[src/spu_cfg.svh]
// Timing, sizing and reset constants for the serial port
`ifndef SPU_CFG_SVH
`define SPU_CFG_SVH
`define SPU_CLK_HZ 125000000
`define SPU_MS_PER_S 1000
`define SPU_RTS_MS_MAX 100
`define SPU_FIFO_DEPTH 16
`define SPU_CNT_W 24
`define SPU_RATE_COUNT 20
`define SPU_DEFAULT_RATE 16
`define SPU_DATA_TOP8 3'h7
`define SPU_DATA_TOP7 3'h6
`define SPU_IDLE_LINE 1'b1
`endif

[src/spu_pkg.sv]
// Types shared by the serial port files
package spu_pkg;
    typedef enum logic [2:0] {
        SPU_PAR_NONE, SPU_PAR_ODD, SPU_PAR_EVEN, SPU_PAR_MARK, SPU_PAR_SPACE
    } spu_parity_t;
    typedef enum logic [1:0] {SPU_FLOW_NONE, SPU_FLOW_RTSCTS, SPU_FLOW_TOGGLE} spu_flow_t;
    typedef enum logic [1:0] {SPU_LINE_232, SPU_LINE_422, SPU_LINE_485_2W, SPU_LINE_485_4W} spu_line_t;
    typedef struct packed {
        logic [4:0] rate_sel;
        spu_parity_t parity;
        logic data8;
        logic stop2;
        spu_flow_t flow;
        logic fifo_en;
        spu_line_t line;
        logic [6:0] rts_on_ms;
        logic [6:0] rts_off_ms;
    } spu_cfg_t;
    typedef struct packed {
        logic [7:0] data;
        logic parity_err;
        logic frame_err;
    } spu_rx_word_t;
endpackage : spu_pkg

[src/spu_fifo.sv]
// Character FIFO with registered output stage
`timescale 1ns/100ps
module spu_fifo #(
    parameter int WIDTH = 10,
    parameter int DEPTH = 16
) (
    input wire logic clock,
    input wire logic sys_rst,
    input wire logic clk_en,
    input wire logic in_valid,
    input wire logic [WIDTH-1:0] in_data,
    output logic in_ready,
    output logic out_valid,
    input wire logic out_ready,
    output logic [WIDTH-1:0] out_data,
    output logic empty
);
    localparam int AW = $clog2(DEPTH);
    logic [WIDTH-1:0] mem [DEPTH];
    logic [AW-1:0] wr_ptr_reg, wr_ptr_next, rd_ptr_reg, rd_ptr_next;
    logic [AW:0] cnt_reg, cnt_next;
    logic out_valid_reg, out_valid_next;
    logic [WIDTH-1:0] out_data_reg, out_data_next;
    logic wr, load;

    assign in_ready = cnt_reg != (AW+1)'(DEPTH);
    assign out_valid = out_valid_reg;
    assign out_data = out_data_reg;
    assign empty = (cnt_reg == '0) && !out_valid_reg;

    always_comb begin
        wr = in_valid && in_ready;
        load = (cnt_reg != '0) && (!out_valid_reg || out_ready);
        wr_ptr_next = wr ? AW'(wr_ptr_reg + 1'b1) : wr_ptr_reg;
        rd_ptr_next = load ? AW'(rd_ptr_reg + 1'b1) : rd_ptr_reg;
        cnt_next = (AW+1)'(cnt_reg + (AW+1)'(wr) - (AW+1)'(load));
        out_data_next = load ? mem[rd_ptr_reg] : out_data_reg;
        out_valid_next = load ? 1'b1 : (out_ready ? 1'b0 : out_valid_reg);
    end

    always_ff @(posedge clock) begin
        if (sys_rst) begin
            wr_ptr_reg <= '0;
            rd_ptr_reg <= '0;
            cnt_reg <= '0;
            out_valid_reg <= 1'b0;
            out_data_reg <= '0;
        end else if (clk_en) begin
            wr_ptr_reg <= wr_ptr_next;
            rd_ptr_reg <= rd_ptr_next;
            cnt_reg <= cnt_next;
            out_valid_reg <= out_valid_next;
            out_data_reg <= out_data_next;
        end
    end

    always_ff @(posedge clock) begin
        if (clk_en && wr) begin
            mem[wr_ptr_reg] <= in_data;
        end
    end
endmodule : spu_fifo

[src/spu_uart.sv]
// Serial port with parity, line modes, RTS/CTS and timed RTS toggle
`timescale 1ns/100ps
`include "spu_cfg.svh"
// How it works
// - Rates 50 to 921.6k, 7/8 data, 1/2 stop
// - Parity none, odd, even, mark, space
// - Line mode selects driver and receiver enables
// - Toggle mode: RTS off without pending data
// - Toggle mode: RTS on, wait lead, then start
// - Toggle mode: hold RTS for lag after stop
// - Toggle mode only honoured on RS-232
// - Lead and lag matter only in toggle mode
module spu_uart #(
    parameter int CYC_PER_MS = `SPU_CLK_HZ / `SPU_MS_PER_S,
    parameter int DEPTH = `SPU_FIFO_DEPTH
) (
    input wire logic clock,
    input wire logic sys_rst,
    input wire logic clk_en,
    input wire spu_pkg::spu_cfg_t cfg,
    input wire logic tx_valid,
    input wire logic [7:0] tx_data,
    output logic tx_ready,
    output logic rx_valid,
    output spu_pkg::spu_rx_word_t rx_word,
    input wire logic rx_ready,
    output logic rx_overrun,
    input wire logic rxd,
    input wire logic cts,
    output logic txd,
    output logic rts,
    output logic drv_en,
    output logic rcv_en
);
    localparam int CW = `SPU_CNT_W;
    localparam logic [CW-1:0] BIT_CYC [`SPU_RATE_COUNT] = '{
        CW'(`SPU_CLK_HZ / 50), CW'(`SPU_CLK_HZ / 75), CW'(`SPU_CLK_HZ / 110),
        CW'(`SPU_CLK_HZ / 134), CW'(`SPU_CLK_HZ / 150), CW'(`SPU_CLK_HZ / 300),
        CW'(`SPU_CLK_HZ / 600), CW'(`SPU_CLK_HZ / 1200), CW'(`SPU_CLK_HZ / 1800),
        CW'(`SPU_CLK_HZ / 2400), CW'(`SPU_CLK_HZ / 4800), CW'(`SPU_CLK_HZ / 7200),
        CW'(`SPU_CLK_HZ / 9600), CW'(`SPU_CLK_HZ / 19200), CW'(`SPU_CLK_HZ / 38400),
        CW'(`SPU_CLK_HZ / 57600), CW'(`SPU_CLK_HZ / 115200), CW'(`SPU_CLK_HZ / 230400),
        CW'(`SPU_CLK_HZ / 460800), CW'(`SPU_CLK_HZ / 921600)};

    typedef enum logic [2:0] {S_IDLE, S_LEAD, S_WAIT, S_START, S_DATA, S_PARITY, S_STOP, S_LAG}
        spu_tx_state_t;
    typedef enum logic [2:0] {R_IDLE, R_START, R_DATA, R_PARITY, R_STOP, R_BREAK} spu_rx_state_t;

    function automatic logic [CW-1:0] spu_bit_cycles(input logic [4:0] sel);
        // Unlisted selections fall back to the default rate
        spu_bit_cycles = (sel < 5'(`SPU_RATE_COUNT)) ? BIT_CYC[sel] : BIT_CYC[`SPU_DEFAULT_RATE];
    endfunction : spu_bit_cycles

    function automatic logic [CW-1:0] spu_ms_cycles(input logic [6:0] ms);
        logic [6:0] lim;
        lim = (ms > 7'(`SPU_RTS_MS_MAX)) ? 7'(`SPU_RTS_MS_MAX) : ms;
        spu_ms_cycles = CW'(lim * CYC_PER_MS);
    endfunction : spu_ms_cycles

    function automatic logic spu_parity(input logic [7:0] d, input spu_pkg::spu_parity_t m,
                                        input logic d8);
        logic [7:0] v;
        v = d8 ? d : {1'b0, d[6:0]};
        case (m)
            spu_pkg::SPU_PAR_ODD: spu_parity = ~^v;
            spu_pkg::SPU_PAR_EVEN: spu_parity = ^v;
            spu_pkg::SPU_PAR_MARK: spu_parity = 1'b1;
            default: spu_parity = 1'b0;
        endcase
    endfunction : spu_parity

    ////////////////////////////////////////////////////////////////////////////
    logic rxd_s1, rxd_s, cts_s1, cts_s;
    always_ff @(posedge clock) begin
        if (sys_rst) begin
            rxd_s1 <= `SPU_IDLE_LINE;
            rxd_s <= `SPU_IDLE_LINE;
            cts_s1 <= 1'b0;
            cts_s <= 1'b0;
        end else if (clk_en) begin
            rxd_s1 <= rxd;
            rxd_s <= rxd_s1;
            cts_s1 <= cts;
            cts_s <= cts_s1;
        end
    end

    logic is_232, eff_toggle, eff_hs, is_485;
    logic fifo_in_ready, fifo_empty, accept_ok, push;
    spu_pkg::spu_rx_word_t push_word;
    logic [CW-1:0] bit_cyc;

    assign is_232 = cfg.line == spu_pkg::SPU_LINE_232;
    assign eff_toggle = is_232 && (cfg.flow == spu_pkg::SPU_FLOW_TOGGLE);
    assign eff_hs = is_232 && (cfg.flow == spu_pkg::SPU_FLOW_RTSCTS);
    assign is_485 = (cfg.line == spu_pkg::SPU_LINE_485_2W) || (cfg.line == spu_pkg::SPU_LINE_485_4W);
    assign bit_cyc = spu_bit_cycles(cfg.rate_sel);
    // Without FIFO only an empty path accepts, trading throughput for latency
    assign accept_ok = cfg.fifo_en ? fifo_in_ready : fifo_empty;

    ////////////////////////////////////////////////////////////////////////////
    spu_tx_state_t tx_state_reg, tx_state_next;
    logic [CW-1:0] tx_cnt_reg, tx_cnt_next, dly_reg, dly_next;
    logic [2:0] tx_idx_reg, tx_idx_next;
    logic [7:0] tx_sh_reg, tx_sh_next;
    logic tx_par_reg, tx_par_next, txd_reg, txd_next, rts_reg, rts_next;
    logic tx_ready_reg, tx_ready_next, drv_reg, drv_next, rcv_reg, rcv_next;
    logic tx_end;

    always_comb begin
        tx_state_next = tx_state_reg;
        tx_cnt_next = (tx_cnt_reg == '0) ? CW'(bit_cyc - 1'b1) : CW'(tx_cnt_reg - 1'b1);
        dly_next = dly_reg;
        tx_idx_next = tx_idx_reg;
        tx_sh_next = tx_sh_reg;
        tx_par_next = tx_par_reg;
        tx_end = tx_cnt_reg == '0;
        case (tx_state_reg)
            S_IDLE: begin
                if (tx_valid && eff_toggle) begin
                    tx_state_next = S_LEAD;
                    dly_next = spu_ms_cycles(cfg.rts_on_ms);
                end else if (tx_valid) begin
                    tx_state_next = S_WAIT;
                end
            end
            S_LEAD: begin
                if (dly_reg == '0) begin
                    tx_state_next = S_WAIT;
                end else begin
                    dly_next = CW'(dly_reg - 1'b1);
                end
            end
            S_WAIT: begin
                if (tx_valid && tx_ready_reg) begin
                    tx_state_next = S_START;
                    tx_sh_next = tx_data;
                    tx_par_next = spu_parity(tx_data, cfg.parity, cfg.data8);
                    tx_cnt_next = CW'(bit_cyc - 1'b1);
                end else if (!tx_valid && eff_toggle) begin
                    tx_state_next = S_LAG;
                    dly_next = spu_ms_cycles(cfg.rts_off_ms);
                end else if (!tx_valid) begin
                    tx_state_next = S_IDLE;
                end
            end
            S_START: begin
                if (tx_end) begin
                    tx_state_next = S_DATA;
                    tx_idx_next = 3'h0;
                end
            end
            S_DATA: begin
                if (tx_end) begin
                    tx_sh_next = {1'b0, tx_sh_reg[7:1]};
                    tx_idx_next = 3'(tx_idx_reg + 1'b1);
                    if (tx_idx_reg == (cfg.data8 ? `SPU_DATA_TOP8 : `SPU_DATA_TOP7)) begin
                        tx_state_next = (cfg.parity == spu_pkg::SPU_PAR_NONE) ? S_STOP : S_PARITY;
                        tx_idx_next = 3'h0;
                    end
                end
            end
            S_PARITY: begin
                if (tx_end) begin
                    tx_state_next = S_STOP;
                end
            end
            S_STOP: begin
                if (tx_end && cfg.stop2 && tx_idx_reg == 3'h0) begin
                    tx_idx_next = 3'h1;
                end else if (tx_end) begin
                    tx_state_next = S_WAIT;
                end
            end
            S_LAG: begin
                if (tx_valid) begin
                    tx_state_next = S_WAIT;
                end else if (dly_reg == '0) begin
                    tx_state_next = S_IDLE;
                end else begin
                    dly_next = CW'(dly_reg - 1'b1);
                end
            end
            default: tx_state_next = S_IDLE;
        endcase
        case (tx_state_next)
            S_START: txd_next = 1'b0;
            S_DATA: txd_next = tx_sh_next[0];
            S_PARITY: txd_next = tx_par_next;
            default: txd_next = `SPU_IDLE_LINE;
        endcase
        tx_ready_next = (tx_state_next == S_WAIT) && (!eff_hs || cts_s);
        if (eff_toggle) begin
            rts_next = tx_state_next != S_IDLE;
        end else if (eff_hs) begin
            rts_next = accept_ok;
        end else begin
            rts_next = 1'b1;
        end
        // RS-485 drives only while a character is on the wire
        drv_next = !is_485 || (tx_state_next inside {S_START, S_DATA, S_PARITY, S_STOP});
        rcv_next = !(cfg.line == spu_pkg::SPU_LINE_485_2W && drv_next);
    end

    always_ff @(posedge clock) begin
        if (sys_rst) begin
            tx_state_reg <= S_IDLE;
            tx_cnt_reg <= '0;
            dly_reg <= '0;
            tx_idx_reg <= 3'h0;
            tx_sh_reg <= 8'h00;
            tx_par_reg <= 1'b0;
            txd_reg <= `SPU_IDLE_LINE;
            rts_reg <= 1'b0;
            tx_ready_reg <= 1'b0;
            drv_reg <= 1'b0;
            rcv_reg <= 1'b1;
        end else if (clk_en) begin
            tx_state_reg <= tx_state_next;
            tx_cnt_reg <= tx_cnt_next;
            dly_reg <= dly_next;
            tx_idx_reg <= tx_idx_next;
            tx_sh_reg <= tx_sh_next;
            tx_par_reg <= tx_par_next;
            txd_reg <= txd_next;
            rts_reg <= rts_next;
            tx_ready_reg <= tx_ready_next;
            drv_reg <= drv_next;
            rcv_reg <= rcv_next;
        end
    end

    ////////////////////////////////////////////////////////////////////////////
    spu_rx_state_t rx_state_reg, rx_state_next;
    logic [CW-1:0] rx_cnt_reg, rx_cnt_next;
    logic [2:0] rx_idx_reg, rx_idx_next;
    logic [7:0] rx_sh_reg, rx_sh_next, rx_data;
    logic rx_par_reg, rx_par_next, ovr_reg, ovr_next, rx_line;

    // Two-wire RS-485 hears its own echo, so the line reads idle while driving
    assign rx_line = rcv_reg ? rxd_s : `SPU_IDLE_LINE;
    assign rx_data = cfg.data8 ? rx_sh_reg : {1'b0, rx_sh_reg[7:1]};

    always_comb begin
        rx_state_next = rx_state_reg;
        rx_cnt_next = CW'(rx_cnt_reg - 1'b1);
        rx_idx_next = rx_idx_reg;
        rx_sh_next = rx_sh_reg;
        rx_par_next = rx_par_reg;
        push = 1'b0;
        push_word.data = rx_data;
        push_word.parity_err = (cfg.parity != spu_pkg::SPU_PAR_NONE) &&
                               (rx_par_reg != spu_parity(rx_data, cfg.parity, cfg.data8));
        push_word.frame_err = !rx_line;
        case (rx_state_reg)
            R_IDLE: begin
                if (!rx_line) begin
                    rx_state_next = R_START;
                    rx_cnt_next = CW'((bit_cyc >> 1) - 1'b1);
                end
            end
            R_START: begin
                if (rx_cnt_reg == '0) begin
                    // A start shorter than half a bit is noise
                    rx_state_next = rx_line ? R_IDLE : R_DATA;
                    rx_cnt_next = CW'(bit_cyc - 1'b1);
                    rx_idx_next = 3'h0;
                end
            end
            R_DATA: begin
                if (rx_cnt_reg == '0) begin
                    rx_cnt_next = CW'(bit_cyc - 1'b1);
                    rx_sh_next = {rx_line, rx_sh_reg[7:1]};
                    rx_idx_next = 3'(rx_idx_reg + 1'b1);
                    if (rx_idx_reg == (cfg.data8 ? `SPU_DATA_TOP8 : `SPU_DATA_TOP7)) begin
                        rx_state_next = (cfg.parity == spu_pkg::SPU_PAR_NONE) ? R_STOP : R_PARITY;
                    end
                end
            end
            R_PARITY: begin
                if (rx_cnt_reg == '0) begin
                    rx_par_next = rx_line;
                    rx_state_next = R_STOP;
                    rx_cnt_next = CW'(bit_cyc - 1'b1);
                end
            end
            R_STOP: begin
                // Only the first stop bit is checked; a low stop waits for mark
                if (rx_cnt_reg == '0) begin
                    push = 1'b1;
                    rx_state_next = rx_line ? R_IDLE : R_BREAK;
                end
            end
            R_BREAK: if (rx_line) rx_state_next = R_IDLE;
            default: rx_state_next = R_IDLE;
        endcase
        ovr_next = push && !accept_ok;
    end

    always_ff @(posedge clock) begin
        if (sys_rst) begin
            rx_state_reg <= R_IDLE;
            rx_cnt_reg <= '0;
            rx_idx_reg <= 3'h0;
            rx_sh_reg <= 8'h00;
            rx_par_reg <= 1'b0;
            ovr_reg <= 1'b0;
        end else if (clk_en) begin
            rx_state_reg <= rx_state_next;
            rx_cnt_reg <= rx_cnt_next;
            rx_idx_reg <= rx_idx_next;
            rx_sh_reg <= rx_sh_next;
            rx_par_reg <= rx_par_next;
            ovr_reg <= ovr_next;
        end
    end

    spu_fifo #(.WIDTH($bits(spu_pkg::spu_rx_word_t)), .DEPTH(DEPTH)) u_rx_fifo (
        .clock(clock),
        .sys_rst(sys_rst),
        .clk_en(clk_en),
        .in_valid(push && accept_ok),
        .in_data(push_word),
        .in_ready(fifo_in_ready),
        .out_valid(rx_valid),
        .out_ready(rx_ready),
        .out_data(rx_word),
        .empty(fifo_empty)
    );

    assign tx_ready = tx_ready_reg;
    assign txd = txd_reg;
    assign rts = rts_reg;
    assign drv_en = drv_reg;
    assign rcv_en = rcv_reg;
    assign rx_overrun = ovr_reg;
endmodule : spu_uart

[config.mk]
export PLATFORM = sky130hd
export DESIGN_NAME = spu_uart
export DESIGN_NICKNAME = d
export VERILOG_FILES = /design/src/spu_pkg.sv /design/src/spu_fifo.sv /design/src/spu_uart.sv
export VERILOG_INCLUDE_DIRS = /design/src
export SDC_FILE = /design/constraint.sdc
export NUM_CORES = 1
export LEC_CHECK = 0
export ABC_AREA = 0
export BUFFER_PORTS_ARGS = -buffer_cell sky130_fd_sc_hd__buf_2
export CORE_ASPECT_RATIO = 2
export CORE_MARGIN = 1
export CORE_UTILIZATION = 45
export DETAILED_ROUTE_END_ITERATION = 8
export GPL_TIMING_DRIVEN = 0
export PLACE_DENSITY = 0.73
export SLEW_MARGIN = 20
export SYNTH_ARGS = -nofsm -noshare
export SYNTH_HDL_FRONTEND = slang
export SYNTH_HIERARCHICAL = 1
export SYNTH_SLANG_ARGS = --single-unit
[constraint.sdc]
create_clock -name clock -period 6.2 [get_ports clock]
set_input_delay 0.31 -clock clock [delete_from_list [all_inputs] [get_ports clock]]
set_output_delay 0.31 -clock clock [all_outputs]
set_load 0.03 [all_outputs]
Word level (Yosys, flattened, before mapping)

Memories as Yosys holds them, arrays and structs flattened. A register that Yosys moved wholly into a read port is not among the register bits.
Cells that the tools add are included.

Register bits after elaboration: 126
RAM bits: 160
Bits in read-only memories: 768
Bits of input ports: 44
Output and inout port bits: 17
Memories: 2

Add/sub/neg operators: 11
$mul: 2
$lt $le $gt $ge: 4
Eq/ne operators: 43
Mux-type cells: 74
Bitwise gates (word level): 1
Reduce and logical (&&, ||, !) cells: 60

Memory list:

| name            | words | width | rd ports | clocked after Yosys merged registers in | write ports | RTL line       | source |
|---|---|---|---|---|---|---|---|
| (no name shown) | 32    | 24    | 1        | 0                                       | 0           | spu_uart.sv:51 | `` spu_bit_cycles = (sel < 5'(`SPU_RATE_COUNT)) ? BIT_CYC[sel] : BIT_CYC[`SPU_DEFAULT_RATE]; `` |
| u_rx_fifo.mem   | 16    | 10    | 1        | 1                                       | 1           | spu_fifo.sv:19 | `logic [WIDTH-1:0] mem [DEPTH];` |

Operators by type and width:

| kind                                               | count |
|---|---|
| two-way mux 24 bit                                 | 13 |
| one-hot mux 24 bit (4 select lines)                | 1 |
| subtractor 24 x 1 -> 24 bit, second input constant | 4 |
| two-way mux 3 bit                                  | 29 |
| zero test 24 bit                                   | 3 |
| one-hot mux 24 bit (2 select lines)                | 1 |
| multiplier 7 x 14 -> 21 bit, second input constant | 2 |
| two-way mux 8 bit                                  | 5 |
| != test 2 bit, second input constant               | 15 |
| == test 3 bit, second input constant               | 9 |
| == test 3 x 2 -> 1 bit, second input constant      | 8 |
| one-hot mux 3 bit (8 select lines)                 | 1 |
| subtractor 23 x 1 -> 24 bit, second input constant | 1 |
| one-hot mux 3 bit (6 select lines)                 | 1 |
| logical AND 1 bit                                  | 16 |
| one-hot mux 8 bit (2 select lines)                 | 1 |
| XNOR reduction 8 bit                               | 2 |
| XOR reduction 8 bit                                | 2 |
| > comparator 7 bit, second input constant          | 2 |
| two-way mux 7 bit                                  | 2 |
| two-way mux 1 bit                                  | 13 |
| zero test 3 bit                                    | 4 |
| == test 3 x 1 -> 1 bit, second input constant      | 3 |
| one-hot mux 1 bit (3 select lines)                 | 3 |
| 30 further kinds                                   | 54 |

Logic depth before layout (Yosys ltp)

Word-level depth: 11
Mapped depth: 18
Depth with buffers taken out: 18

Hierarchy

The synthesis kept the hierarchy.

By module, submodules not included:

| module   | instances | cells each | area an instance (µm²) |
|---|---|---|---|
| spu_uart | 1         | 1,478      | 11,334.6 |
| spu_fifo | 1         | 383        | 7,364.6 |

Least setup slack after synthesis

No wires, ideal clock.

Kind: input port to flip-flop
From: input port cfg[7] (netlist name)
To: register dly_reg[22]
Arrival time: 4.647 ns
Data required time: 6.122 ns
Path slack: 1.475 ns
Stages: 18
Buffers on the path: 0
Cells stage by stage: o21ai_0 a21oi_1 or2_2 fa_1 ha_1 inv_1 fa_1 inv_1 fa_1 ha_1 a21oi_1 a21oi_1 a2111oi_0 o21bai_1 a21oi_1 xor2_1 o221a_2 nor3_1

Longest elaborated chain between the ends: 5

Ends and longest elaborated chain:

| item                                    | RTL line        | source |
|---|---|---|
| from (decl)                             | spu_uart.sv:20  | `input wire spu_pkg::spu_cfg_t cfg,` |
| > comparator 7 bit                      | spu_uart.sv:56  | `` lim = (ms > 7'(`SPU_RTS_MS_MAX)) ? 7'(`SPU_RTS_MS_MAX) : ms; `` |
| two-way mux 7 bit (*)                   | spu_uart.sv:56  |  |
| multiplier 7 x 14 -> 21 bit (*)         | spu_uart.sv:57  | `spu_ms_cycles = CW'(lim * CYC_PER_MS);` |
| two-way mux 24 bit (*)                  | spu_uart.sv:120 | `if (tx_valid && eff_toggle) begin` |
| one-hot mux 24 bit (4 select lines) (*) | spu_uart.sv:118 | `case (tx_state_reg)` |
| to (signal assigned)                    | spu_uart.sv:221 | `dly_reg <= dly_next;` |
| to (decl)                               | spu_uart.sv:103 | `logic [CW-1:0] tx_cnt_reg, tx_cnt_next, dly_reg, dly_next;` |

Every way passes the cells marked *; elsewhere a longest branch is shown, timed or not. The select of a mux whose other input is x is not followed.
A chain may end at the register's enable or synchronous reset.

Final worst setup path

Ends and elaborated chain as after synthesis.

==> impl_metrics.env <==
export IMPL_static_leakage_power_uw=0.00761
export IMPL_die_area_sq_um=42400
export IMPL_timing_critical_path_required_ns=6.62
export IMPL_share_of_post_route_cells_with_drive_strength_above_1_pct=13.9
export IMPL_place_detailed_hpwl_mm=43.1
export IMPL_vias=15400
export IMPL_io_pins=61
export IMPL_gp_congestion=0.989
export IMPL_timing_hold_worst_class="input pin to register"
export IMPL_htreeDepth=1
export IMPL_num_nets_final=2144
export IMPL_yosys_area_top_type="edfxtp_1"
export IMPL_fin_setup_tns_ns=0
export IMPL_period_needed_ns=5.54
export IMPL_gr_usage_met3_pct=3.66
export IMPL_final_setup_viol_count=0
export IMPL_drc=0
export IMPL_cell_at_the_root_of_the_clock_tree="clkbuf_16"
export IMPL_wl_per_cell_um=22.3
export IMPL_drt_wl_total_mm=56.0
export IMPL_final_period_utilization_pct=89.4
export IMPL_cts_repair_resize_count=0
export IMPL_fp_dieH_um=290
export IMPL_grt_use_met1_pct=22.0
export IMPL_registers_top_by_ff_count="u_rx_fifo/mem"
export IMPL_critPathArrivalTime_ns=5.96
export IMPL_final_core_util_pct=50.2
export IMPL_grt_antenna_before_repair=1
export IMPL_synth_largest_type_area_fraction_pct=25.7
export IMPL_grt_max_degree=21
export IMPL_critPathKind="input pin to register"
export IMPL_tritoncts="yes"
export IMPL_rsz0062_at_grt="false"
export IMPL_core_rowCount=105
export IMPL_drt_vias_per_instance=6.12
export IMPL_largest_register_ff_count=160
export IMPL_timing_slew_headroom_pct=21.3
export IMPL_startpoint_type="input pin"
export IMPL_ys_top_cells_by_area="edfxtp_1 (26%), dfxtp_1 (15%), ha_1 (8.2%)"
export IMPL_syn_to_final_growth_pct=9.99
export IMPL_gr_usage_met2_pct=51.2
export IMPL_final_max_slew_viol_count=0
export IMPL_synth_fp_nets=2052
export IMPL_top_usage_layer="met2"
export IMPL_synth_seq_cells=296
export IMPL_layout_filler_cells=3735
export IMPL_finished_cell_area_sq_um=20600
export IMPL_grt_pass1_vias=15900
export IMPL_drt_pass1_iter_count=5
export IMPL_asyncSetResetFlopFracSynth_pct=0
export IMPL_pwr_density_cell_nw_per_um2=337
export IMPL_status="complete, no violations"
export IMPL_vdd_ir_drop_worst_mv=0.316
export IMPL_post_synth_edffs=160
export IMPL_yosys_warnings=6
export IMPL_portBuffers=58
export IMPL_timing_worst_slew_pin_value_ns=1.18
export IMPL_final_seq_area_sq_um=7530
export IMPL_seq_area_frac_synth_pct=40.3
export IMPL_synthCells=1861
export IMPL_drtIter0Drc=875
export IMPL_placement_cell_area_sq_um=19700
export IMPL_cts_sinks=296
export IMPL_syn_area_sq_um=18700
export IMPL_crit_fanout=6
export IMPL_multi_input_comb_area_sq_um=10300
export IMPL_worst_clock_skew_ns=0.0236
export IMPL_number_of_hold_slack_violations_in_the_final_timing_report=0
export IMPL_numCtsBuffers=26
export IMPL_chipWidth_um=146
export IMPL_fmax_mhz=180
export IMPL_clkLatencyLatePin_ns=0.57
export IMPL_avgSynthCellArea_sq_um=10.0
export IMPL_route_antenna_remaining_nets=0
export IMPL_grt_overflow_total=0
export IMPL_clkSlewWorstSetupHoldPaths_ns=0.07
export IMPL_cts_root_to_sink_buffers=3
export IMPL_synth_cell_types=108
export IMPL_placeableCoreArea_sq_um=41000
export IMPL_timing_max_cap_violations=0
export IMPL_synth_ff_type="edfxtp_1"
export IMPL_grt_util_all_layers_pct=26.2
export IMPL_initial_utilization_pct=45.6
export IMPL_crit_path_end_kind="register"
export IMPL_wire_length_of_the_first_global_routing_pass_mm=85.7
[synthesized netlist by cell type (8+ instances only)]
master,count
o21bai_1,12
o221ai_2,10
or3_1,12
or2_2,15
edfxtp_1,160
a31oi_1,25
buf_2,21
nand2b_1,19
mux2i_1,36
a221oi_1,11
dfxtp_1,136
nand3b_1,19
o21ai_0,94
mux2_2,9
nor3b_1,11
nor3_1,66
a22oi_1,23
clkbuf_1,67
o31ai_1,8
nor4_1,22
mux4_2,40
xnor2_1,45
inv_1,96
a21oi_1,108
xor2_1,39
and2_1,11
ha_1,122
buf_4,9
nand3_1,25
and3_1,15
nand2_1,136
a211oi_1,25
fa_1,25
o22ai_1,9
nor2_1,195
nor2b_1,18
[metal layers]
layer | vias up | wire [um]
met4 | 2 | 5830
met5 | - | 11
met2 | 636 | 30700
li1 | 7021 | -
met3 | 297 | 2550
met1 | 7403 | 16900
[worst max-delay path, cell delays in order]
cell       delay [ns]
buf_2            0.10
o21ai_0          0.15
a21oi_1          0.11
nor2b_1          0.58
fa_1             0.57
ha_1             0.30
inv_1            0.06
fa_1             0.53
inv_1            0.06
fa_1             0.49
ha_1             0.37
a21oi_1          0.20
a21oi_1          0.16
a2111oi_0        0.71
o21bai_1         0.11
a21oi_1          0.19
xor2_1           0.63
o221a_2          0.30
nor3_1           0.04
[cell usage in the layout, fill, tap and decap left out, drive strengths merged, types with 16 or more instances in the layout]
cell    netlist  final
a211oi       26     26
a21oi       111    111
a22oi        23     23
a31oi        25     25
and3         16     16
buf          38    101
clkbuf       71    102
dfxtp       136    136
edfxtp      160    160
fa           25     25
ha          122    122
inv          97    100
mux2i        36     36
mux4         40     40
nand2       137    137
nand2b       19     19
nand3        27     27
nand3b       19     19
nor2        197    197
nor2b        18     18
nor3         70     70
nor4         25     25
o21ai        99     99
o221ai       16     16
or2          16     16
xnor2        45     45
xor2         39     39
[final cells by class]
class                   instances  area share (%)
flip-flops and latches        296            36.6
multi-input cells            1359            50.1
repair buffers                 64            1.64
plain buffers                 109            2.62
inverters                      97            1.77
well taps                     535            3.25
clock inverters                17           0.681
diodes                          1          0.0122
clock buffers                  31            3.30
[through the flow]
stage / worst slack [ns] / hold slack (ns) / power, uW / std cells
after detailed placement: 0.128 / 0.442 / 5300 / 2459
after global placement: 0.274 / 0.437 / 5230 / 2454
final: 0.659 / 0.0308 / 6940 / 2509
after floorplan: 1.48 / 0.428 / 4490 / 1861
after global routing: 0.288 / 0.0467 / 7280 / 2508
after CTS: 0.713 / 0.0197 / 6900 / 2508
[power by group]
part	switching, uW	internal (uW)
Sequential	145	2190
Clock	764	836
Combinational	1850	1150
Total	2760	4180
[path summary, 6_finish.rpt]
| kind | startpoint | endpoint | slack, ns | depth (start not counted) |
|---|---|---|---|---|
| worst min-delay path | cts | cts_s1 | 0.03 | 3 |
| worst max-delay path | cfg[7] | dly_reg[22] | 0.66 | 19 |
| worst max register to register | rx_cnt_reg[6] | u_rx_fifo/cnt_reg[4] | 1.56 | 15 |
| worst min register to register | rx_sh_reg[0] | rx_sh_reg[0] | 0.46 | 2 |
[logic make-up (layout without fill, tap and decap cells)]
kind of cell | count (synthesis) | in the layout | share of synthesized area (%)
compound gates | 421 | 421 | 15.3
xor+xnor | 87 | 87 | 4.30
fa+ha+maj | 148 | 148 | 10.9
buf+inv | 206 | 318 | 4.83
flops | 296 | 296 | 40.3
mux | 88 | 88 | 7.49
other cells | 0 | 1 | 0
simple gates | 615 | 615 | 16.9
[what timing repair did]
item / in CTS / in global routing
setup buffers: 0 / 0
hold buffers: 1 / 0
endpoints found under the hold margin: 1 / 0
Note: power is estimated with default switching activity, not from simulation.
